### src/include/aos_pkg.sv
// register map, field layout and carrier types of the converter, amplifier
// and analog switch control bank.
// assumes an apb master on the system clock; the analog macros sit outside.
// ***************************************************************
// package
// ***************************************************************
package aos_pkg;

   localparam logic [7:0] AOS_OFS_DAC1_MODE = 8'h00;
   localparam logic [7:0] AOS_OFS_DAC1_LOW  = 8'h04;
   localparam logic [7:0] AOS_OFS_DAC1_HIGH = 8'h08;
   localparam logic [7:0] AOS_OFS_DAC2_MODE = 8'h0C;
   localparam logic [7:0] AOS_OFS_DAC2_LOW  = 8'h10;
   localparam logic [7:0] AOS_OFS_DAC2_HIGH = 8'h14;
   localparam logic [7:0] AOS_OFS_REF       = 8'h18;
   localparam logic [7:0] AOS_OFS_AMP1      = 8'h1C;
   localparam logic [7:0] AOS_OFS_AMP2      = 8'h20;
   localparam logic [7:0] AOS_OFS_AMP3      = 8'h24;
   localparam logic [7:0] AOS_OFS_PIN0      = 8'h28;
   localparam logic [7:0] AOS_PIN_STRIDE    = 8'h04;
   localparam logic [7:0] AOS_OFS_DAC_AMP   = 8'h50;

   localparam int         AOS_PINS          = 10;
   // implemented bits per pin switch register, pin 9 first
   localparam logic [9:0][7:0] AOS_PIN_MASK = {8'h3F, 8'h3F, 8'hFF, 8'hFF, 8'hFF,
                                               8'hFE, 8'hFE, 8'hFE, 8'hFE, 8'hFE};
   localparam logic [7:0] AOS_REF_MASK      = 8'h13;
   localparam logic [7:0] AOS_DAC_AMP_MASK  = 8'h8F;
   localparam int         AOS_REF_STAT_BIT  = 7;
   localparam int         AOS_AMP3_STAT_BIT = 5;
   localparam logic [1:0] AOS_MODE_FLOAT    = 2'h0;
   localparam logic [1:0] AOS_MODE_GROUND   = 2'h2;
   localparam logic [7:0] AOS_RST_BYTE      = 8'h00;

   typedef struct packed {
      logic        psel;
      logic        penable;
      logic        pwrite;
      logic [7:0]  paddr;
      logic [31:0] pwdata;
   } aos_apb_req_s;

   typedef struct packed {
      logic [31:0] prdata;
      logic        pready;
      logic        pslverr;
   } aos_apb_rsp_s;

   typedef struct packed {
      logic [1:0]  converter_mode_field;
      logic        enable;
      logic        ground;
      logic [11:0] converter_code_bits;
   } aos_dac_s;

   typedef struct packed {
      logic       calibration_mode;
      logic       calibration_reference;
      logic       enable;
      logic [4:0] offset_trim;
   } aos_amp_s;

   typedef struct packed {
      logic       enable;
      logic       fwr_mode;
      logic [3:0] gain;
   } aos_amp3_s;

   typedef struct packed {
      logic       enable;
      logic [1:0] dac_ref_sel;
   } aos_ref_s;

endpackage : aos_pkg

### src/rtl/aos_regs.sv
// converter, amplifier and analog switch control registers behind apb.
// assumes apb inputs synchronous to clk and amplifier comparator levels
// already synchronous; analog switching itself happens outside.
`timescale 1ns/10ps
module aos_regs
   import aos_pkg::*;
#(
   parameter int ADDR_W = 8
)(
   input  wire logic                   clk,
   input  wire logic                   sys_rst,
   input  wire logic                   psel,
   input  wire logic                   penable,
   input  wire logic                   pwrite,
   input  wire logic [ADDR_W-1:0]      paddr,
   input  wire logic [31:0]            pwdata,
   input  wire logic [1:0]             amp_cmp_in,
   output      logic [31:0]            prdata,
   output      logic                   pready,
   output      logic                   pslverr,
   output      aos_dac_s [1:0]         dac_out,
   output      aos_amp_s [1:0]         amp_out,
   output      aos_amp3_s              amp3_out,
   output      aos_ref_s               ref_out,
   output      logic [AOS_PINS-1:0][7:0] pin_switch_register,
   output      logic [7:0]             converter_amp_switch_register,
   output      logic [1:0]             amp_compare_status
);

   // ***************************************************************
   // state
   // ***************************************************************
   typedef struct packed {
      aos_apb_rsp_s             rsp;
      aos_dac_s [1:0]           dac;
      logic [1:0][3:0]          low_stage;
      aos_amp_s [1:0]           amp;
      aos_amp3_s                amp3;
      aos_ref_s                 refc;
      logic [AOS_PINS-1:0][7:0] pin;
      logic [7:0]               dac_amp;
      logic [1:0]               stat;
   } aos_state_s;

   aos_state_s   s_r;
   aos_state_s   s_nxt;
   aos_apb_req_s req;
   logic [AOS_PINS-1:0] pin_sel;
   logic         upper_ok;

   generate
      if (ADDR_W < 8) begin : g_bad_width
         $error("aos_regs needs ADDR_W of at least 8");
      end
      if (ADDR_W > 8) begin : g_upper
         assign upper_ok = (paddr[ADDR_W-1:8] == '0);
      end else begin : g_no_upper
         assign upper_ok = 1'b1;
      end
   endgenerate

   assign req.psel    = psel;
   assign req.penable = penable;
   assign req.pwrite  = pwrite;
   assign req.paddr   = paddr[7:0];
   assign req.pwdata  = pwdata;

   // ***************************************************************
   // pin switch decode
   // ***************************************************************
   genvar p;
   generate
      for (p = 0; p < AOS_PINS; p++) begin : g_pin
         assign pin_sel[p] = upper_ok &&
            (req.paddr == AOS_OFS_PIN0 + AOS_PIN_STRIDE * 8'(p));
      end
   endgenerate

   // ***************************************************************
   // next state
   // ***************************************************************
   always_comb begin
      logic       hit;
      logic [7:0] rd;
      logic       wr;
      logic [7:0] wd;
      logic [7:0] a;
      s_nxt = s_r;
      a     = req.paddr;
      wd    = req.pwdata[7:0];
      hit   = 1'b0;
      rd    = 8'h00;
      wr    = 1'b0;
      // mode regs expose only two bits, rest reads zero
      if (upper_ok) begin
         unique case (a)
            AOS_OFS_DAC1_MODE: begin
               hit = 1'b1;
               rd  = {6'h00, s_r.dac[0].converter_mode_field};
            end
            AOS_OFS_DAC2_MODE: begin
               hit = 1'b1;
               rd  = {6'h00, s_r.dac[1].converter_mode_field};
            end
            AOS_OFS_DAC1_LOW: begin
               hit = 1'b1;
               rd  = {s_r.low_stage[0], 4'h0};
            end
            AOS_OFS_DAC2_LOW: begin
               hit = 1'b1;
               rd  = {s_r.low_stage[1], 4'h0};
            end
            AOS_OFS_DAC1_HIGH: begin
               hit = 1'b1;
               rd  = s_r.dac[0].converter_code_bits[11:4];
            end
            AOS_OFS_DAC2_HIGH: begin
               hit = 1'b1;
               rd  = s_r.dac[1].converter_code_bits[11:4];
            end
            AOS_OFS_REF: begin
               hit = 1'b1;
               rd  = {s_r.stat[0], 2'h0, s_r.refc.enable, 2'h0,
                      s_r.refc.dac_ref_sel};
            end
            AOS_OFS_AMP1: begin
               hit = 1'b1;
               rd  = s_r.amp[0];
            end
            AOS_OFS_AMP2: begin
               hit = 1'b1;
               rd  = s_r.amp[1];
            end
            AOS_OFS_AMP3: begin
               hit = 1'b1;
               rd  = {s_r.amp3.enable, s_r.amp3.fwr_mode, s_r.stat[1], 1'b0,
                      s_r.amp3.gain};
            end
            AOS_OFS_DAC_AMP: begin
               hit = 1'b1;
               rd  = s_r.dac_amp;
            end
            default: begin
               hit = 1'b0;
               rd  = 8'h00;
            end
         endcase
      end
      for (int i = 0; i < AOS_PINS; i++) begin
         if (pin_sel[i]) begin
            hit = 1'b1;
            rd  = s_r.pin[i];
         end
      end

      // setup phase latches the answer; the access phase then ends at once
      s_nxt.rsp.pready = 1'b0;
      if (req.psel && !req.penable) begin
         s_nxt.rsp.pready  = 1'b1;
         s_nxt.rsp.prdata  = {24'h000000, rd};
         s_nxt.rsp.pslverr = ~hit;
      end
      // a write lands only on the access edge that completes it
      wr = req.psel && req.penable && s_r.rsp.pready && req.pwrite && hit;

      if (wr) begin
         unique case (a)
            AOS_OFS_DAC1_MODE: s_nxt.dac[0].converter_mode_field = wd[1:0];
            AOS_OFS_DAC2_MODE: s_nxt.dac[1].converter_mode_field = wd[1:0];
            AOS_OFS_DAC1_LOW:  s_nxt.low_stage[0] = wd[7:4];
            AOS_OFS_DAC2_LOW:  s_nxt.low_stage[1] = wd[7:4];
            // whole code moves together so the analog side never sees a mix
            AOS_OFS_DAC1_HIGH: s_nxt.dac[0].converter_code_bits =
                                  {wd, s_r.low_stage[0]};
            AOS_OFS_DAC2_HIGH: s_nxt.dac[1].converter_code_bits =
                                  {wd, s_r.low_stage[1]};
            AOS_OFS_REF: begin
               s_nxt.refc.enable      = wd[4];
               s_nxt.refc.dac_ref_sel = wd[1:0];
            end
            AOS_OFS_AMP1: s_nxt.amp[0] = wd;
            AOS_OFS_AMP2: s_nxt.amp[1] = wd;
            AOS_OFS_AMP3: begin
               s_nxt.amp3.enable   = wd[7];
               s_nxt.amp3.fwr_mode = wd[6];
               s_nxt.amp3.gain     = wd[3:0];
            end
            AOS_OFS_DAC_AMP: s_nxt.dac_amp = wd & AOS_DAC_AMP_MASK;
            default: begin
            end
         endcase
         // shorts between switches are not blocked, software owns that
         for (int i = 0; i < AOS_PINS; i++) begin
            if (pin_sel[i]) begin
               s_nxt.pin[i] = wd & AOS_PIN_MASK[i];
            end
         end
      end

      // decoded converter state follows the stored mode
      for (int c = 0; c < 2; c++) begin
         s_nxt.dac[c].enable = s_nxt.dac[c].converter_mode_field[0];
         s_nxt.dac[c].ground =
            (s_nxt.dac[c].converter_mode_field == AOS_MODE_GROUND);
         // status uses the next enable so a disable clears it on the same edge
         s_nxt.stat[c] = s_nxt.amp[c].enable & amp_cmp_in[c];
      end
   end

   // ***************************************************************
   // registers
   // ***************************************************************
   always_ff @(posedge clk) begin
      if (sys_rst) begin
         s_r <= '0;
      end else begin
         s_r <= s_nxt;
      end
   end

   // ***************************************************************
   // outputs
   // ***************************************************************
   assign prdata                        = s_r.rsp.prdata;
   assign pready                        = s_r.rsp.pready;
   assign pslverr                       = s_r.rsp.pslverr;
   assign dac_out                       = s_r.dac;
   assign amp_out                       = s_r.amp;
   assign amp3_out                      = s_r.amp3;
   assign ref_out                       = s_r.refc;
   assign pin_switch_register           = s_r.pin;
   assign converter_amp_switch_register = s_r.dac_amp;
   assign amp_compare_status            = s_r.stat;

endmodule : aos_regs

### config.mk
export PLATFORM = sky130hd
export DESIGN_NAME = aos_regs
export DESIGN_NICKNAME = d
export VERILOG_FILES = /design/src/include/aos_pkg.sv /design/src/rtl/aos_regs.sv
export SDC_FILE = /design/constraint.sdc
export NUM_CORES = 1
export LEC_CHECK = 0
export BUFFER_PORTS_ARGS = -buffer_cell sky130_fd_sc_hd__buf_2
export CAP_MARGIN = 20
export CORE_ASPECT_RATIO = 2
export CORE_MARGIN = 5
export CORE_UTILIZATION = 40
export CTS_CLUSTER_SIZE = 25
export DETAILED_ROUTE_END_ITERATION = 16
export GPL_ROUTABILITY_DRIVEN = 1
export SYNTH_ARGS = -nofsm -noshare
export SYNTH_HDL_FRONTEND = slang
export SYNTH_SLANG_ARGS = --single-unit
### constraint.sdc
create_clock -name clk -period 2.95 [get_ports clk]
set_clock_uncertainty 0.15 [all_clocks]
set_input_delay 0.4425 -clock clk [delete_from_list [all_inputs] [get_ports clk]]
set_output_delay 0.4425 -clock clk [all_outputs]
set_load 0.05 [all_outputs]
# --- Yosys cells after proc, flatten, opt, wreduce, memory -nomap -nowiden ---
# Index checks and enable logic that the tools add are counted.
op_classes:
  eq_ne: 22
  n_reduce_logical: 27
  n_mux: 43
  n_bitwise: 3
ops:
  columns: ["op", "n"]
  rows:
  - ["2-to-1 mux 8 bit", 20]
  - ["2-to-1 mux 111 bit", 1]
  - ["case mux 8 bit (11 select lines)", 1]
  - ["equality test 8 x 6 -> 1 bit, second input constant", 8]
  - ["equality test 8 x 7 -> 1 bit, second input constant", 5]
  - ["AND reduction 2 bit", 19]
  - ["equality test 8 x 5 -> 1 bit, second input constant", 4]
  - ["2-to-1 mux 6 bit", 4]
  - ["equality test 8 x 4 -> 1 bit, second input constant", 2]
  - ["2-to-1 mux 1 bit", 11]
  - ["OR reduction 11 bit", 1]
  - ["2-to-1 mux 2 bit", 5]
  - ["equality test 8 x 3 -> 1 bit, second input constant", 1]
  - ["logical NOT 8 bit", 1]
  - ["logical AND 1 bit", 5]
  - ["equality test 2 bit, second input constant", 2]
  - ["2-to-1 mux 3 bit", 1]
  - ["bitwise AND 1 bit", 2]
  - ["logical NOT 1 bit", 1]
  - ["NOT 1 bit", 1]
totals:
  reg_bits: 153
  word_cells: 133

# --- Depth between registers and ports, before layout ---
logic_depth:
  depth_word: 16
  mapped_depth: 9
  depth_no_buf: 6

# --- Worst setup path after synthesis ---
# Ideal clock, no wire load.
synth_timing:
  path_type: "input to register"
  from: "input paddr[0]"
  to: "register s_r (netlist bit pin_switch_register[57])"
  setup_time_ns: 0.128
  slack_ns: 0.567
  stages: 8
  required_time_ns: 2.672
  n_path_buf: 2
  arrival_ns: 2.105
  path_cell_list: "buf_4 -> nor4_4 -> nand2_4 -> o221ai_4 -> buf_12 -> nand4_4 -> mux2i_1 -> nor2_1"
synth_via:
  elab_chain_len: 15
  elab_cells_between_ends: 35
synth_lines:
  columns: ["element", "line", "rtl"]
  rows:
  - ["start, declared", "aos_regs.sv:15", "input wire logic [ADDR_W-1:0] paddr,"]
  - ["equality test 8 x 6 -> 1 bit (tied with other cells)", "aos_regs.sv:96", "unique case (a)"]
  - ["OR reduction 11 bit (no source line)", null, null]
  - ["2-to-1 mux 1 bit", "aos_regs.sv:96", null]
  - ["2-to-1 mux 1 bit (10 in a row)", "aos_regs.sv:150", "if (pin_sel[i]) begin"]
  - ["logical AND 1 bit", "aos_regs.sv:164", "wr = req.psel && req.penable && s_r.rsp.pready && req.pwrite && hit;"]
  - ["AND reduction 2 bit (no source line) (*)", null, null]
  - ["end signal, assigned", "aos_regs.sv:217", "s_r <= s_nxt;"]
  - ["end, declared", "aos_regs.sv:45", "aos_state_s s_r;"]
# Every way passes the cells marked *; elsewhere a longest branch is shown, timed or not.
# A chain may end at the register's enable or synchronous reset.

# --- Final worst setup path ---
layout_timing:
  from: "register s_r (netlist bit pin_switch_register[46])"
  to: "register s_r (netlist bit prdata[6])"
layout_via:
  elab_chain_len: 5
layout_lines:
  columns: ["element", "line"]
  rows:
  - ["2-to-1 mux 8 bit (5 in a row)", "aos_regs.sv:150"]
# Every way passes these cells.

==> impl_metrics.yaml <==
job:
  max_cap_violations: 0
synthesis:
  ys_seq_area_frac: 0.351
  syn-instance-count: 1013
  ys_ff_latch: 151
  netlist_area_sq_um: 8620
  avgSynthCellArea_sq_um: 8.51
  ys_types: 74
  async_flop_share: 0
  yosys_warnings: 0
  ys.flop_type: "dfxtp_1"
  synth_edf_count: 0
sta:
  period_share: 0.780
  finalCriticalPeriod_ns: 2.30
  maxSlewViolCount: 0
  layout_setup_ws_ns: 0.649
  hold_ws_ns: 0.0474
  hold_viol: 0
  slew_headroom: 0.583
  max_freq_mhz: 435
  rsz0062_at_grt: "false"
  tightest_slew_ns: 0.619
  fin_tns_setup_ns: 0
  setup_violations: 0
pwr:
  power_frac_comb: 0.089
  power.density_nw_per_um2: 510
  seqPwrFrac: 0.428
  clockPowerShare: 0.483
  switching_share: 0.263
  p_total_uw: 4780
  p_leak_uw: 0.00460
  ir_worst_vdd_mv: 0.273
  switchingPower_uw: 1260
  p_int_uw: 3520
clocking:
  htreeDepth: 4
  post-cts-setup-buffers: 0
  hold_buffers: 0
  clk_pin_slew_worst_paths_ns: 0.07
  cts_tree: "yes"
  cts_resized: 0
  cts_buffers: 17
  clk_path_buf_depth: 2
  insertion_delay_ns: 0.45
  cts.sinks: 151
  cts-root-buf: "clkbuf_16"
die:
  pin_count: 228
  core_area_sq_um: 21400
  die-area_sq_um: 24800
  rows: 76
  initial_core_util: 0.403
  fp.dieH_um: 218
  die_w_um: 114
routing:
  antenna_left: 0
  first_iter_violations: 375
  firstDrtPassIters: 5
  routed_wl_um: 31900
  via_count: 7160
  routedWlPerCell_um: 24.0
  drc: 0
  viasPerCell: 5.39
placement:
  place_ws_ns: 0.217
  place.gp.congestion: 0.996
  place_area_sq_um: 8740
  numPortBuffers: 167
  dpl.hpwl_um: 24600
layout:
  fin_area_sq_um: 9370
  fillers: 2171
  multi_input_area_sq_um: 4080
  layout-drive-gt1-share: 0.269
  n_antenna_cell: 0
  areaGrowthSynthToFinish_pct: 8.68
  nNetsFinal: 1090
  register_area_sq_um: 3020
setup_path:
  arrival_ns: 2.48
  crit_fanout: 4
  cp_cell_sequence: "or3_1, mux4_2, a22oi_1, nor3_1, a221o_1"
  cp-start-kind: "flop"
  required_ns: 3.13
  worstSetupPathType: "flop to flop"
  slowest_delay_ns: 0.55
  end_kind: "flop"
  cp_slowest_cell: "mux4_2"
grt:
  gr-usage-all-layers: 0.253
  grt_pass1_vias: 6993
  grt_pass1_wl_um: 45800
  grt-ovfl-total: 0
  grt_max_degree: 69
  antenna_found_initial: 0
status:
  status: "finished clean"
worst_hold_path:
  hp-class: "primary input to flop"
## metal layers
| layer | vias up | share of wire | GRT usage |
|---|---|---|---|
| met5 | - | 0 | 0 |
| met1 | 3412 | 0.34 | 0.247 |
| met2 | 312 | 0.53 | 0.467 |
| met3 | 105 | 0.050 | 0.0392 |
| li1 | 3331 | - | - |
| met4 | 0 | 0.078 | 0.188 |
## sequential cells by signal, indices dropped and copies added, names as in the netlist
| signal | flops |
|---|---|
| pready | 1 |
| ref_out | 3 |
| dac_out | 30 |
| amp_compare_status | 2 |
| s_r | 8 |
| pin_switch_register | 71 |
| amp_out | 16 |
| converter_amp_switch_register | 5 |
| pslverr | 1 |
| amp3_out | 6 |
| prdata | 8 |
## critical path: cells and delay by family, from the launching register on
kind / cells / cell delay (ns)
compound gates: 2 / 0.55
flops: 1 / 0.41
mux: 1 / 0.55
simple gates: 2 / 0.55
## per-stage QoR
step	utilization	instances
final	0.438	1329
after global routing	0.438	1329
after CTS	0.438	1329
after detailed placement	0.409	1297
after global placement	0.409	1297
after floorplan	-	1048
## Yosys cell counts, types with 3 or more instances
master,n,area [sq um]
o31ai_1,4,30.0
nand3b_1,3,22.5
a31oi_1,4,25.0
nand2b_1,6,37.5
nand2_1,94,353
and2_1,4,25.0
mux2_2,7,78.8
buf_4,182,1370
nand3_4,5,87.6
nor2_1,145,544
nor2b_1,6,37.5
nand4_4,4,85.1
a21oi_1,64,320
a22oi_1,8,60.1
o21ai_0,26,130
nand4_1,5,31.3
nor3_1,14,70.1
nand3_1,12,60.1
o22ai_1,14,87.6
a211oi_1,7,52.6
buf_2,15,75.1
or4_1,3,22.5
o221ai_1,4,35.0
o21a_1,4,30.0
dfxtp_1,151,3020
clkbuf_1,43,161
mux2i_1,117,1170
## power by group through the flow
stage	Sequential [uW]	Combinational [uW]	Clock, uW
2_1_floorplan	2090	324	0
3_3_place_gp	2090	421	0
3_5_place_dp	2090	420	0
4_1_cts	2040	421	2340
5_1_grt	2040	444	2390
6_report	2040	427	2310
## cells by family after synthesis
family	synth area share
AND/OR/NAND/NOR	0.195
flip-flops	0.351
buffers and inverters	0.192
AO/OA/AOI/OAI	0.115
multiplexers	0.148
other	0.000435
## path summary, 6_finish.rpt
check                               start                    end  slack, ns  cells past startpoint
setup / recovery  pin_switch_register[46]              prdata[6]       0.65                      5
hold / removal              amp_cmp_in[1]  amp_compare_status[1]       0.05                      2
setup reg to reg  pin_switch_register[46]              prdata[6]       0.65                      5
hold reg to reg               dac_out[18]            dac_out[18]       0.30                      2
## layout by cell type, fill, tap and decap left out, drive strengths merged, types with 4 or more instances in the layout
| cell | netlist | routed |
|---|---|---|
| clkbuf | 43 | 20 |
| nor4b | 4 | 4 |
| nor3 | 15 | 15 |
| o21ai | 27 | 27 |
| mux2i | 117 | 117 |
| mux2 | 7 | 7 |
| and2 | 4 | 4 |
| a22oi | 8 | 8 |
| buf | 201 | 220 |
| o22ai | 14 | 14 |
| a211oi | 7 | 7 |
| nor2b | 6 | 6 |
| dfxtp | 151 | 151 |
| a21oi | 64 | 64 |
| clkinv | 1 | 6 |
| nand3 | 18 | 18 |
| o31ai | 4 | 4 |
| conb | 1 | 36 |
| nor2 | 147 | 147 |
| nand4 | 10 | 10 |
| a31oi | 4 | 4 |
| nand2b | 6 | 6 |
| inv | 2 | 5 |
| o221ai | 5 | 5 |
| nand2 | 96 | 96 |
| o21a | 4 | 4 |
## area by class of cell
class | instances | share of cell area
clock buffers | 20 | 0.0487
clock inverters | 12 | 0.0179
inverters | 3 | 0.00120
multi-input cells | 650 | 0.436
flip-flops and latches | 151 | 0.323
well taps | 273 | 0.0365
repair buffers | 220 | 0.137
(Power assumes the default switching activity.)
